## config.mk

```make
export PLATFORM = sky130hd
export DESIGN_NAME = eau_core
export DESIGN_NICKNAME = d
export VERILOG_FILES = /design/src/design/eau_pkg.sv /design/src/design/eau_core.sv
export VERILOG_INCLUDE_DIRS = /design/src /design/src/design
export SDC_FILE = /design/constraint.sdc
export NUM_CORES = 1
export LEC_CHECK = 0
export BUFFER_PORTS_ARGS = -buffer_cell sky130_fd_sc_hd__buf_4
export CAP_MARGIN = 20
export CORE_ASPECT_RATIO = 2
export CORE_MARGIN = 4
export CORE_UTILIZATION = 50
export CTS_CLUSTER_DIAMETER = 200
export DETAILED_ROUTE_END_ITERATION = 16
export PLACE_DENSITY = 0.83
export SLEW_MARGIN = 20
export SYNTH_ARGS = -nofsm -noshare
export SYNTH_HDL_FRONTEND = slang
export SYNTH_SLANG_ARGS = --single-unit
```

## constraint.sdc

```tcl
create_clock -name ref_clk -period 6.4 [get_ports ref_clk]
set_input_delay 1.28 -clock ref_clk [delete_from_list [all_inputs] [get_ports ref_clk]]
set_output_delay 1.28 -clock ref_clk [all_outputs]
set_load 0.1 [all_outputs]
```

## src/design/eau_map.svh

```systemverilog
// Constants of the effective address unit
`ifndef EAU_MAP_SVH
`define EAU_MAP_SVH

// ----------------------------------------------------------------
// Field positions within the 16-bit instruction word
// ----------------------------------------------------------------
`define EAU_INSN_WIDTH      16
`define EAU_FLD_N_HI       11
`define EAU_FLD_N_LO       8
`define EAU_FLD_M_HI       7
`define EAU_FLD_M_LO       4
`define EAU_FLD_D4_HI      3
`define EAU_FLD_D4_LO      0
`define EAU_FLD_D8_HI      7
`define EAU_FLD_D8_LO      0

// ----------------------------------------------------------------
// Step sizes and reset values
// ----------------------------------------------------------------
`define EAU_STEP_BYTE      32'h0000_0001
`define EAU_STEP_WORD      32'h0000_0002
`define EAU_STEP_LONG      32'h0000_0004
`define EAU_ZERO32         32'h0000_0000

`endif

```

## src/design/eau_pkg.sv

```systemverilog
// Types of the effective address unit
`default_nettype none
package eau_pkg;

   // Operand size
   typedef enum logic [1:0] {
      EAU_SZ_BYTE = 2'h0,
      EAU_SZ_WORD = 2'h1,
      EAU_SZ_LONG = 2'h2
   } eau_size_type;

   // Addressing and immediate modes
   typedef enum logic [3:0] {
      EAU_M_REG_DIRECT = 4'h0,
      EAU_M_REG_IND    = 4'h1,
      EAU_M_POST_INC   = 4'h2,
      EAU_M_PRE_DEC    = 4'h3,
      EAU_M_DISP4      = 4'h4,
      EAU_M_IDX_REG    = 4'h5,
      EAU_M_IDX_GBR    = 4'h6,
      EAU_M_GBR_DISP8  = 4'h7,
      EAU_M_PC_REG     = 4'h8,
      EAU_M_IMM_ZERO   = 4'h9,
      EAU_M_IMM_SIGN   = 4'hA,
      EAU_M_TRAP       = 4'hB,
      EAU_M_LOAD_EXT   = 4'hC
   } eau_mode_type;

   // Pipeline stage state
   typedef enum logic [1:0] {
      EAU_ST_IDLE = 2'b01,
      EAU_ST_BUSY = 2'b10
   } eau_state_type;

endpackage : eau_pkg
`default_nettype wire

```

## src/design/eau_core.sv

```systemverilog
// Effective address and operand generation stage
`timescale 1ns/1ps
`default_nettype none
`include "eau_map.svh"

// Functional notes
// - Register direct mode returns the selected register as operand with no memory access.
// - Register indirect mode presents the register value as address and leaves it unchanged.
// - Post-increment uses the old value as address and then adds 1, 2 or 4 by size.
// - Pre-decrement subtracts 1, 2 or 4 by size, writes it back and uses it as address.
// - The 4-bit displacement is zero-extended, scaled by size and added to the register.
// - Indexed modes add register zero to the selected register or to the global base.
// - The 8-bit displacement is zero-extended, scaled by size and added to the global base.
// - Register-based PC-relative mode adds the program counter to the selected register.
// - Immediates for test, and, or and exclusive-or are zero-extended to 32 bits.
// - Immediates for move, add and compare-equal are sign-extended to 32 bits.
// - The trap immediate is zero-extended and multiplied by four as vector offset.
// - Only byte immediates come from the instruction word; wider ones come from memory.
// - Fields nnnn, mmmm, dddd and iiii are taken from their fixed instruction positions.
// - Every instruction word is exactly 16 bits and all fields are taken from it.
// - Word accesses off a 2-byte boundary and longword accesses off 4 raise an error.
// - Byte and word memory data are sign-extended to 32 bits for register write.
module eau_core
(
   // Clock and reset
   input  wire logic                ref_clk,
   input  wire logic                srst,
   // Request from the decoder
   input  wire logic                req_valid,
   input  wire logic [15:0]         insn_word,
   input  wire eau_pkg::eau_mode_type  req_mode,
   input  wire eau_pkg::eau_size_type  req_size,
   input  wire logic                use_m_field,
   // Register file values
   input  wire logic [31:0]         selected_register_value,
   input  wire logic [31:0]         index_register_zero,
   input  wire logic [31:0]         global_base_register,
   input  wire logic [31:0]         program_counter,
   input  wire logic [31:0]         load_data,
   // Results
   output logic                     res_valid,
   output logic                     mem_access,
   output logic [31:0]              mem_address,
   output logic [31:0]              operand_value,
   output logic                     wb_enable,
   output logic [31:0]              wb_value,
   output logic [3:0]               reg_index,
   output logic [3:0]               dest_index,
   output logic                     address_error
);

   // ----------------------------------------------------------------
   // Helpers
   // ----------------------------------------------------------------
   function automatic logic [31:0] size_step
      (input eau_pkg::eau_size_type sz);
      case (sz)
         eau_pkg::EAU_SZ_BYTE: size_step = `EAU_STEP_BYTE;
         eau_pkg::EAU_SZ_WORD: size_step = `EAU_STEP_WORD;
         default:              size_step = `EAU_STEP_LONG;
      endcase
   endfunction : size_step

   // Scaling by shift keeps the adder single and avoids a multiplier
   function automatic logic [31:0] scale_disp
      (input logic [7:0] d, input eau_pkg::eau_size_type sz);
      logic [31:0] z;
      z = {24'h000000, d};
      case (sz)
         eau_pkg::EAU_SZ_BYTE: scale_disp = z;
         eau_pkg::EAU_SZ_WORD: scale_disp = {z[30:0], 1'b0};
         default:              scale_disp = {z[29:0], 2'b00};
      endcase
   endfunction : scale_disp

   function automatic logic misaligned
      (input logic [31:0] a, input eau_pkg::eau_size_type sz);
      case (sz)
         eau_pkg::EAU_SZ_BYTE: misaligned = 1'b0;
         eau_pkg::EAU_SZ_WORD: misaligned = a[0];
         default:              misaligned = a[1] | a[0];
      endcase
   endfunction : misaligned

   // ----------------------------------------------------------------
   // Field decode
   // ----------------------------------------------------------------
   wire logic [3:0]  fld_n = insn_word[`EAU_FLD_N_HI:`EAU_FLD_N_LO];
   wire logic [3:0]  fld_m = insn_word[`EAU_FLD_M_HI:`EAU_FLD_M_LO];
   wire logic [3:0]  fld_d4 = insn_word[`EAU_FLD_D4_HI:`EAU_FLD_D4_LO];
   // Byte immediate and 8-bit displacement share the low byte
   wire logic [7:0]  fld_i8 = insn_word[`EAU_FLD_D8_HI:`EAU_FLD_D8_LO];
   wire logic [31:0] step = size_step(req_size);
   wire logic [31:0] rn = selected_register_value;

   // ----------------------------------------------------------------
   // Address and operand selection
   // ----------------------------------------------------------------
   logic [31:0] next_addr;
   logic [31:0] next_operand;
   logic [31:0] next_wb;
   logic        next_mem;
   logic        next_wb_en;

   // Sums are 32 bits wide; carries are simply dropped
   always_comb
   begin
      next_addr    = `EAU_ZERO32;
      next_operand = `EAU_ZERO32;
      next_wb      = `EAU_ZERO32;
      next_mem     = 1'b0;
      next_wb_en   = 1'b0;
      case (req_mode)
         eau_pkg::EAU_M_REG_DIRECT:
         begin
            next_operand = rn;
         end
         eau_pkg::EAU_M_REG_IND:
         begin
            next_addr = rn;
            next_mem  = 1'b1;
         end
         eau_pkg::EAU_M_POST_INC:
         begin
            next_addr  = rn;
            next_wb    = rn + step;
            next_wb_en = 1'b1;
            next_mem   = 1'b1;
         end
         eau_pkg::EAU_M_PRE_DEC:
         begin
            next_addr  = rn - step;
            next_wb    = rn - step;
            next_wb_en = 1'b1;
            next_mem   = 1'b1;
         end
         eau_pkg::EAU_M_DISP4:
         begin
            next_addr = rn + scale_disp({4'h0, fld_d4}, req_size);
            next_mem  = 1'b1;
         end
         eau_pkg::EAU_M_IDX_REG:
         begin
            next_addr = rn + index_register_zero;
            next_mem  = 1'b1;
         end
         eau_pkg::EAU_M_IDX_GBR:
         begin
            next_addr = global_base_register + index_register_zero;
            next_mem  = 1'b1;
         end
         eau_pkg::EAU_M_GBR_DISP8:
         begin
            next_addr = global_base_register
                      + scale_disp(fld_i8, req_size);
            next_mem  = 1'b1;
         end
         eau_pkg::EAU_M_PC_REG:
         begin
            next_addr = program_counter + rn;
         end
         eau_pkg::EAU_M_IMM_ZERO:
         begin
            next_operand = {24'h000000, fld_i8};
         end
         eau_pkg::EAU_M_IMM_SIGN:
         begin
            next_operand = {{24{fld_i8[7]}}, fld_i8};
         end
         eau_pkg::EAU_M_TRAP:
         begin
            next_operand = {22'h0, fld_i8, 2'b00};
         end
         eau_pkg::EAU_M_LOAD_EXT:
         begin
            case (req_size)
               eau_pkg::EAU_SZ_BYTE:
                  next_operand = {{24{load_data[7]}}, load_data[7:0]};
               eau_pkg::EAU_SZ_WORD:
                  next_operand = {{16{load_data[15]}}, load_data[15:0]};
               default:
                  next_operand = load_data;
            endcase
         end
         default:
         begin
            next_operand = `EAU_ZERO32;
         end
      endcase
   end

   // Misaligned access suppresses the memory strobe and the write-back
   wire logic next_err = req_valid & next_mem
                       & misaligned(next_addr, req_size);

   // ----------------------------------------------------------------
   // Output registers
   // ----------------------------------------------------------------
   eau_pkg::eau_state_type state;

   always_ff @(posedge ref_clk)
   begin
      if (srst)
      begin
         state         <= eau_pkg::EAU_ST_IDLE;
         res_valid     <= 1'b0;
         mem_access    <= 1'b0;
         mem_address   <= `EAU_ZERO32;
         operand_value <= `EAU_ZERO32;
         wb_enable     <= 1'b0;
         wb_value      <= `EAU_ZERO32;
         reg_index     <= 4'h0;
         dest_index    <= 4'h0;
         address_error <= 1'b0;
      end
      else
      begin
         state         <= req_valid ? eau_pkg::EAU_ST_BUSY
                                    : eau_pkg::EAU_ST_IDLE;
         res_valid     <= req_valid;
         mem_access    <= req_valid & next_mem & ~next_err;
         mem_address   <= next_addr;
         operand_value <= next_operand;
         wb_enable     <= req_valid & next_wb_en & ~next_err;
         wb_value      <= next_wb;
         reg_index     <= use_m_field ? fld_m : fld_n;
         dest_index    <= fld_n;
         address_error <= next_err;
      end
   end
endmodule : eau_core
`default_nettype wire

```

* Yosys cells after proc, flatten, opt, wreduce, memory -nomap -nowiden
Index checks and enable logic that the tools add are counted.
** Storage, ports and cells
- Bits in registers :: 108
- Bits of input ports :: 186
- Output and inout bits :: 108
- Logic and storage cells :: 54
** Operators by class
- $add $sub $neg :: 7
- Equality and inequality tests :: 13
- Muxes and demuxes :: 13
- Bitwise operators :: 7
- Reductions and logical operators :: 5
** Operator list (number)
- 32-bit case mux with 7 select lines :: 1
- 32-bit adder :: 6
- 32-bit case mux with 5 select lines :: 1
- 32-bit case mux with 2 select lines :: 2
- 32-bit two-way mux :: 2
- 32-bit subtractor :: 1
- 4-bit == test (second input constant) :: 5
- 10-bit case mux with 2 select lines :: 1
- 4-bit by 3-bit == test with 1-bit output (second input constant) :: 4
- 6-bit case mux with 2 select lines :: 1
- 4-bit by 2-bit == test with 1-bit output (second input constant) :: 2
- 7-bit OR reduction :: 1
- 3-bit case mux with 2 select lines :: 1
- 1-bit AND :: 5
- 4-bit by 1-bit == test with 1-bit output (second input constant) :: 1
- 4-bit zero test :: 1
- 4-bit two-way mux :: 1
- 2-bit OR reduction :: 2
- 2-bit by 1-bit == test with 1-bit output (second input constant) :: 1
- 2-bit zero test :: 1
- 1-bit two-way mux :: 2
- 1-bit case mux with 2 select lines :: 1
- 1-bit NOT :: 1
- 1-bit OR :: 1

* Depth between registers and ports, before layout
- Word-level depth :: 10
- Depth in mapped cells :: 18
- Depth with buffers taken out :: 16

* Least setup slack after synthesis
Ideal clock, no wire load.
- Kind :: input -> register
- From :: input req_mode[0]
- To :: register mem_address[31]
- Library setup time :: 0.138 ns
- Arrival :: 4.575 ns
- Required time :: 6.262 ns
- Path slack :: 1.686 ns
- Stages :: 15
- Buffers on the path :: 2
- Cell sequence :: clkbuf_1 nor3_1 clkbuf_1 a22oi_1 o21ai_0 ha_1 a21o_1 a21oi_1 a21oi_1 o21a_1 o21ai_0 or3b_2 and3_1 o41ai_1 o211ai_1
** Between the ends
- Word-level cells in the longest chain between the ends :: 3
** Ends and longest elaborated chain
- from (decl) :: RTL line eau_core.sv:31 : input wire eau_pkg::eau_mode_type req_mode,
- 4-bit by 2-bit == test with 1-bit output / 4-bit by 1-bit == test with 1-bit output (equally long branches) :: RTL line eau_core.sv:113 : case (req_mode)
- 2-bit OR reduction (no source line)
- 32-bit case mux with 7 select lines * :: RTL line eau_core.sv:113
- to (signal assigned) :: RTL line eau_core.sv:208 : mem_address <= `EAU_ZERO32;
- to (signal assigned) :: RTL line eau_core.sv:222 : mem_address <= next_addr;
- to (decl) :: RTL line eau_core.sv:43 : output logic [31:0] mem_address,
Mark *: on every way between the ends. The rest lies on a longest branch, timed or not.
A chain may end at the register's enable or synchronous reset.

* Worst setup path in the final report
- From :: input req_mode[2]
- To :: register mem_address[31]
Same word-level chain as after synthesis.

==> metrics.txt <==
pre-CTS setup slack=0.922 ns; Post-DRT Antenna Nets=0; TritonCTS clock tree=yes; Max rail drop VDD=0.000108 V; RSZ-0062 raised after global routing=no; die width=108 µm; CORE AREA=19500 µm²; Bufs and invs on worst path=3; cts bufs inserted=9; top-count cell post-synth=a21oi_1; Tcrit/Tclk final=80.4%; DP Wirelength=31400 µm; Leak=5.58 nW; Final Hold Slack=1.13 ns; via count=11864; Adder-Cell Fraction of Synth Area=9.61%; clk slew on worst S/H paths=0.08 ns; initial core utilization=51.1%; placed cell count=1855; Clock Sinks=108; Setup Fix Bufs, Post-CTS=0; WL per Instance=21.1 µm; HP Class=in -> reg; synth warn=0; Mapped Area=10000 µm²; Synth Instances=1393; post-layout instance count excluding filler cells=1871; Final Hold Viols=0; top-area cell type share of the netlist area=21.6%; min Tclk post-route=5.15 ns; Synth area leader=dfxtp_1; Max-Cap Viols=0; CP endpoint kind=flip-flop; first-pass GRT wire length=61200 µm; HP Start=insn_word[10]; asr flop ratio synth=0%; Setup violations, final=0; Pre-antenna DRT Iters=6; headroom to the max-slew limit=39.9%; worst setup margin=1.25 ns; Max Transition Viols Final=0; multiplexer area fraction after synthesis=1.53%; data arrival time of the worst path=5.39 ns; register area share after synthesis=21.6%; pin count of the biggest net entering global routing=37; setup TNS=0 ns; worst path cell trace=buf_4 -> inv_1 -> nand2_1 -> nor3_2 -> buf_4 -> or2_2 -> o21ai_0 -> ha_1 -> a21oi_1 -> nand4b_1 -> a21oi_1 -> o21a_1 -> o21ai_0 -> or3b_2 -> and3_1 -> o41ai_1 -> o211ai_1; DRC Markers=0; CTS Hold Bufs=0; initial antenna violation count=2; main combinational cell family by area after synthesis=compound AO/OA/AOI/OAI gates; critical path class=in -> reg; layout net count=1868; synth unique cells=72; htree depth=3; Pwr Density=175 nW/µm²; Hold Path Cell Cnt=2; Synth Net Count=1654; critical path launch point type=input port; worst stage delay on the critical path=0.54 ns; DRT iter0 DRCs=750; Die H=208 µm; top cells by count, synth=a21oi_1, nand2_1, nor2_1; Max Freq=194 MHz; Max FO, Critical Path=34; die footprint=22500 µm²; Vias/cell=6.34; ratio of cells with drive above 1 in the final layout=21.8%; Routed Wire Length=39500 µm; Synth Flop Type=dfxtp_1; Antenna Cells=0; slew at the pin with the worst max-slew slack=0.897 ns; cell row count=72; XOR/XNOR Fraction of Synth Area=5.17%; Top delay family on crit path=compound AO/OA/AOI/OAI gates; Layout Utilization=64.2%; Longest Clk Path Bufs=2; GP Congestion=0.997; Synth Area in Simple Gates=24.6%; total gr overflow=0; GRT Total Usage=34.2%; Synth area leaders=dfxtp_1, ha_1, a21oi_1, o21ai_0, nand2_1; I/O Buffers=289; area grow syn2layout=25.6%; run status=complete, no violations; required time worst endpoint=6.65 ns; num ports=294; Post-CTS Resized=0; post-synthesis compound-gate area fraction=32.6%; Avg Cell Area, Syn=7.18 µm²; Slowest cell on crit path=or3b_2; EDFF count, synth=0; root cell of the clock tree=clkbuf_16; Endpoint, Worst Hold=dest_index[2]; #FFs+latches synth=108; vias in the first global route=11850
## worst max-delay path by stage
| stage | start | end | slack, ns | cells past startpoint |
|---|---|---|---|---|
| 2_1_floorplan | req_mode[0] | mem_address[31] | 1.69 | 15 |
| 3_3_place_gp | req_mode[2] | mem_address[31] | 1.00 | 17 |
| 3_5_place_dp | req_mode[2] | mem_address[31] | 0.92 | 17 |
| 4_1_cts | req_mode[2] | mem_address[31] | 1.29 | 17 |
| 5_1_grt | req_mode[2] | mem_address[31] | 0.99 | 17 |
| 6_report | req_mode[2] | mem_address[31] | 1.25 | 17 |
## power breakdown
part | internal, mW | switching, mW | leakage, nW
Sequential | 0.696 | 0.00804 | 0.880
Combinational | 0.303 | 0.580 | 4.55
Clock | 0.310 | 0.296 | 0.149
## cell type report
class / count / area [µm²]
well taps: 259 / 324
clock buffers: 9 / 225
clock inverters: 7 / 82.6
inverters: 25 / 93.8
flip-flops and latches: 108 / 2160
fillers: 1791 / 6990
multi-input cells: 1157 / 7370
repair buffers: 306 / 2300
## state kept, by name, summed over array words and instances (netlist names)
signal         cells
mem_address       32
operand_value     32
wb_value          32
dest_index         4
reg_index          4
address_error      1
mem_access         1
res_valid          1
wb_enable          1
## layout by cell type, fill, tap and decap left out, types with 16 or more instances in the layout
master / Yosys / layout
nand2_1: 137 / 137
buf_4: 0 / 306
and3_1: 22 / 22
a211oi_1: 16 / 16
a22o_1: 27 / 27
a31oi_1: 22 / 22
xnor2_1: 29 / 29
xor2_1: 30 / 30
a21o_1: 33 / 33
or3_1: 17 / 17
and2_1: 29 / 29
o21ai_0: 107 / 107
a21oi_1: 178 / 178
nand3_1: 37 / 37
ha_1: 72 / 72
dfxtp_1: 108 / 108
a221oi_1: 20 / 20
nand2b_1: 16 / 16
inv_1: 25 / 25
nor3_1: 31 / 28
nor2_1: 127 / 126
## cells by family (layout without fill, tap and decap cells)
kind of cell | after synthesis | after routing
flops | 108 | 108
buf+inv | 128 | 347
simple gates | 494 | 494
xor+xnor | 59 | 59
compound gates | 514 | 514
mux | 15 | 15
fa+ha+maj | 75 | 75
## metal layers
layer / GRT usage (%) / vias to the layer above / part of all wire [%]
met5: 0 / - / 0.078
met4: 22.3 / 4 / 7.0
met3: 4.78 / 179 / 7.1
met2: 61.5 / 680 / 52
met1: 36.2 / 5425 / 34
li1: - / 5576 / -
## stage by stage
step,power [mW],area (µm²)
2_1_floorplan,1.31,10000
6_report,2.19,12600
3_3_place_gp,1.58,12200
5_1_grt,2.28,12600
4_1_cts,2.19,12600
3_5_place_dp,1.59,12200
Note: power is estimated with default switching activity, not from simulation.
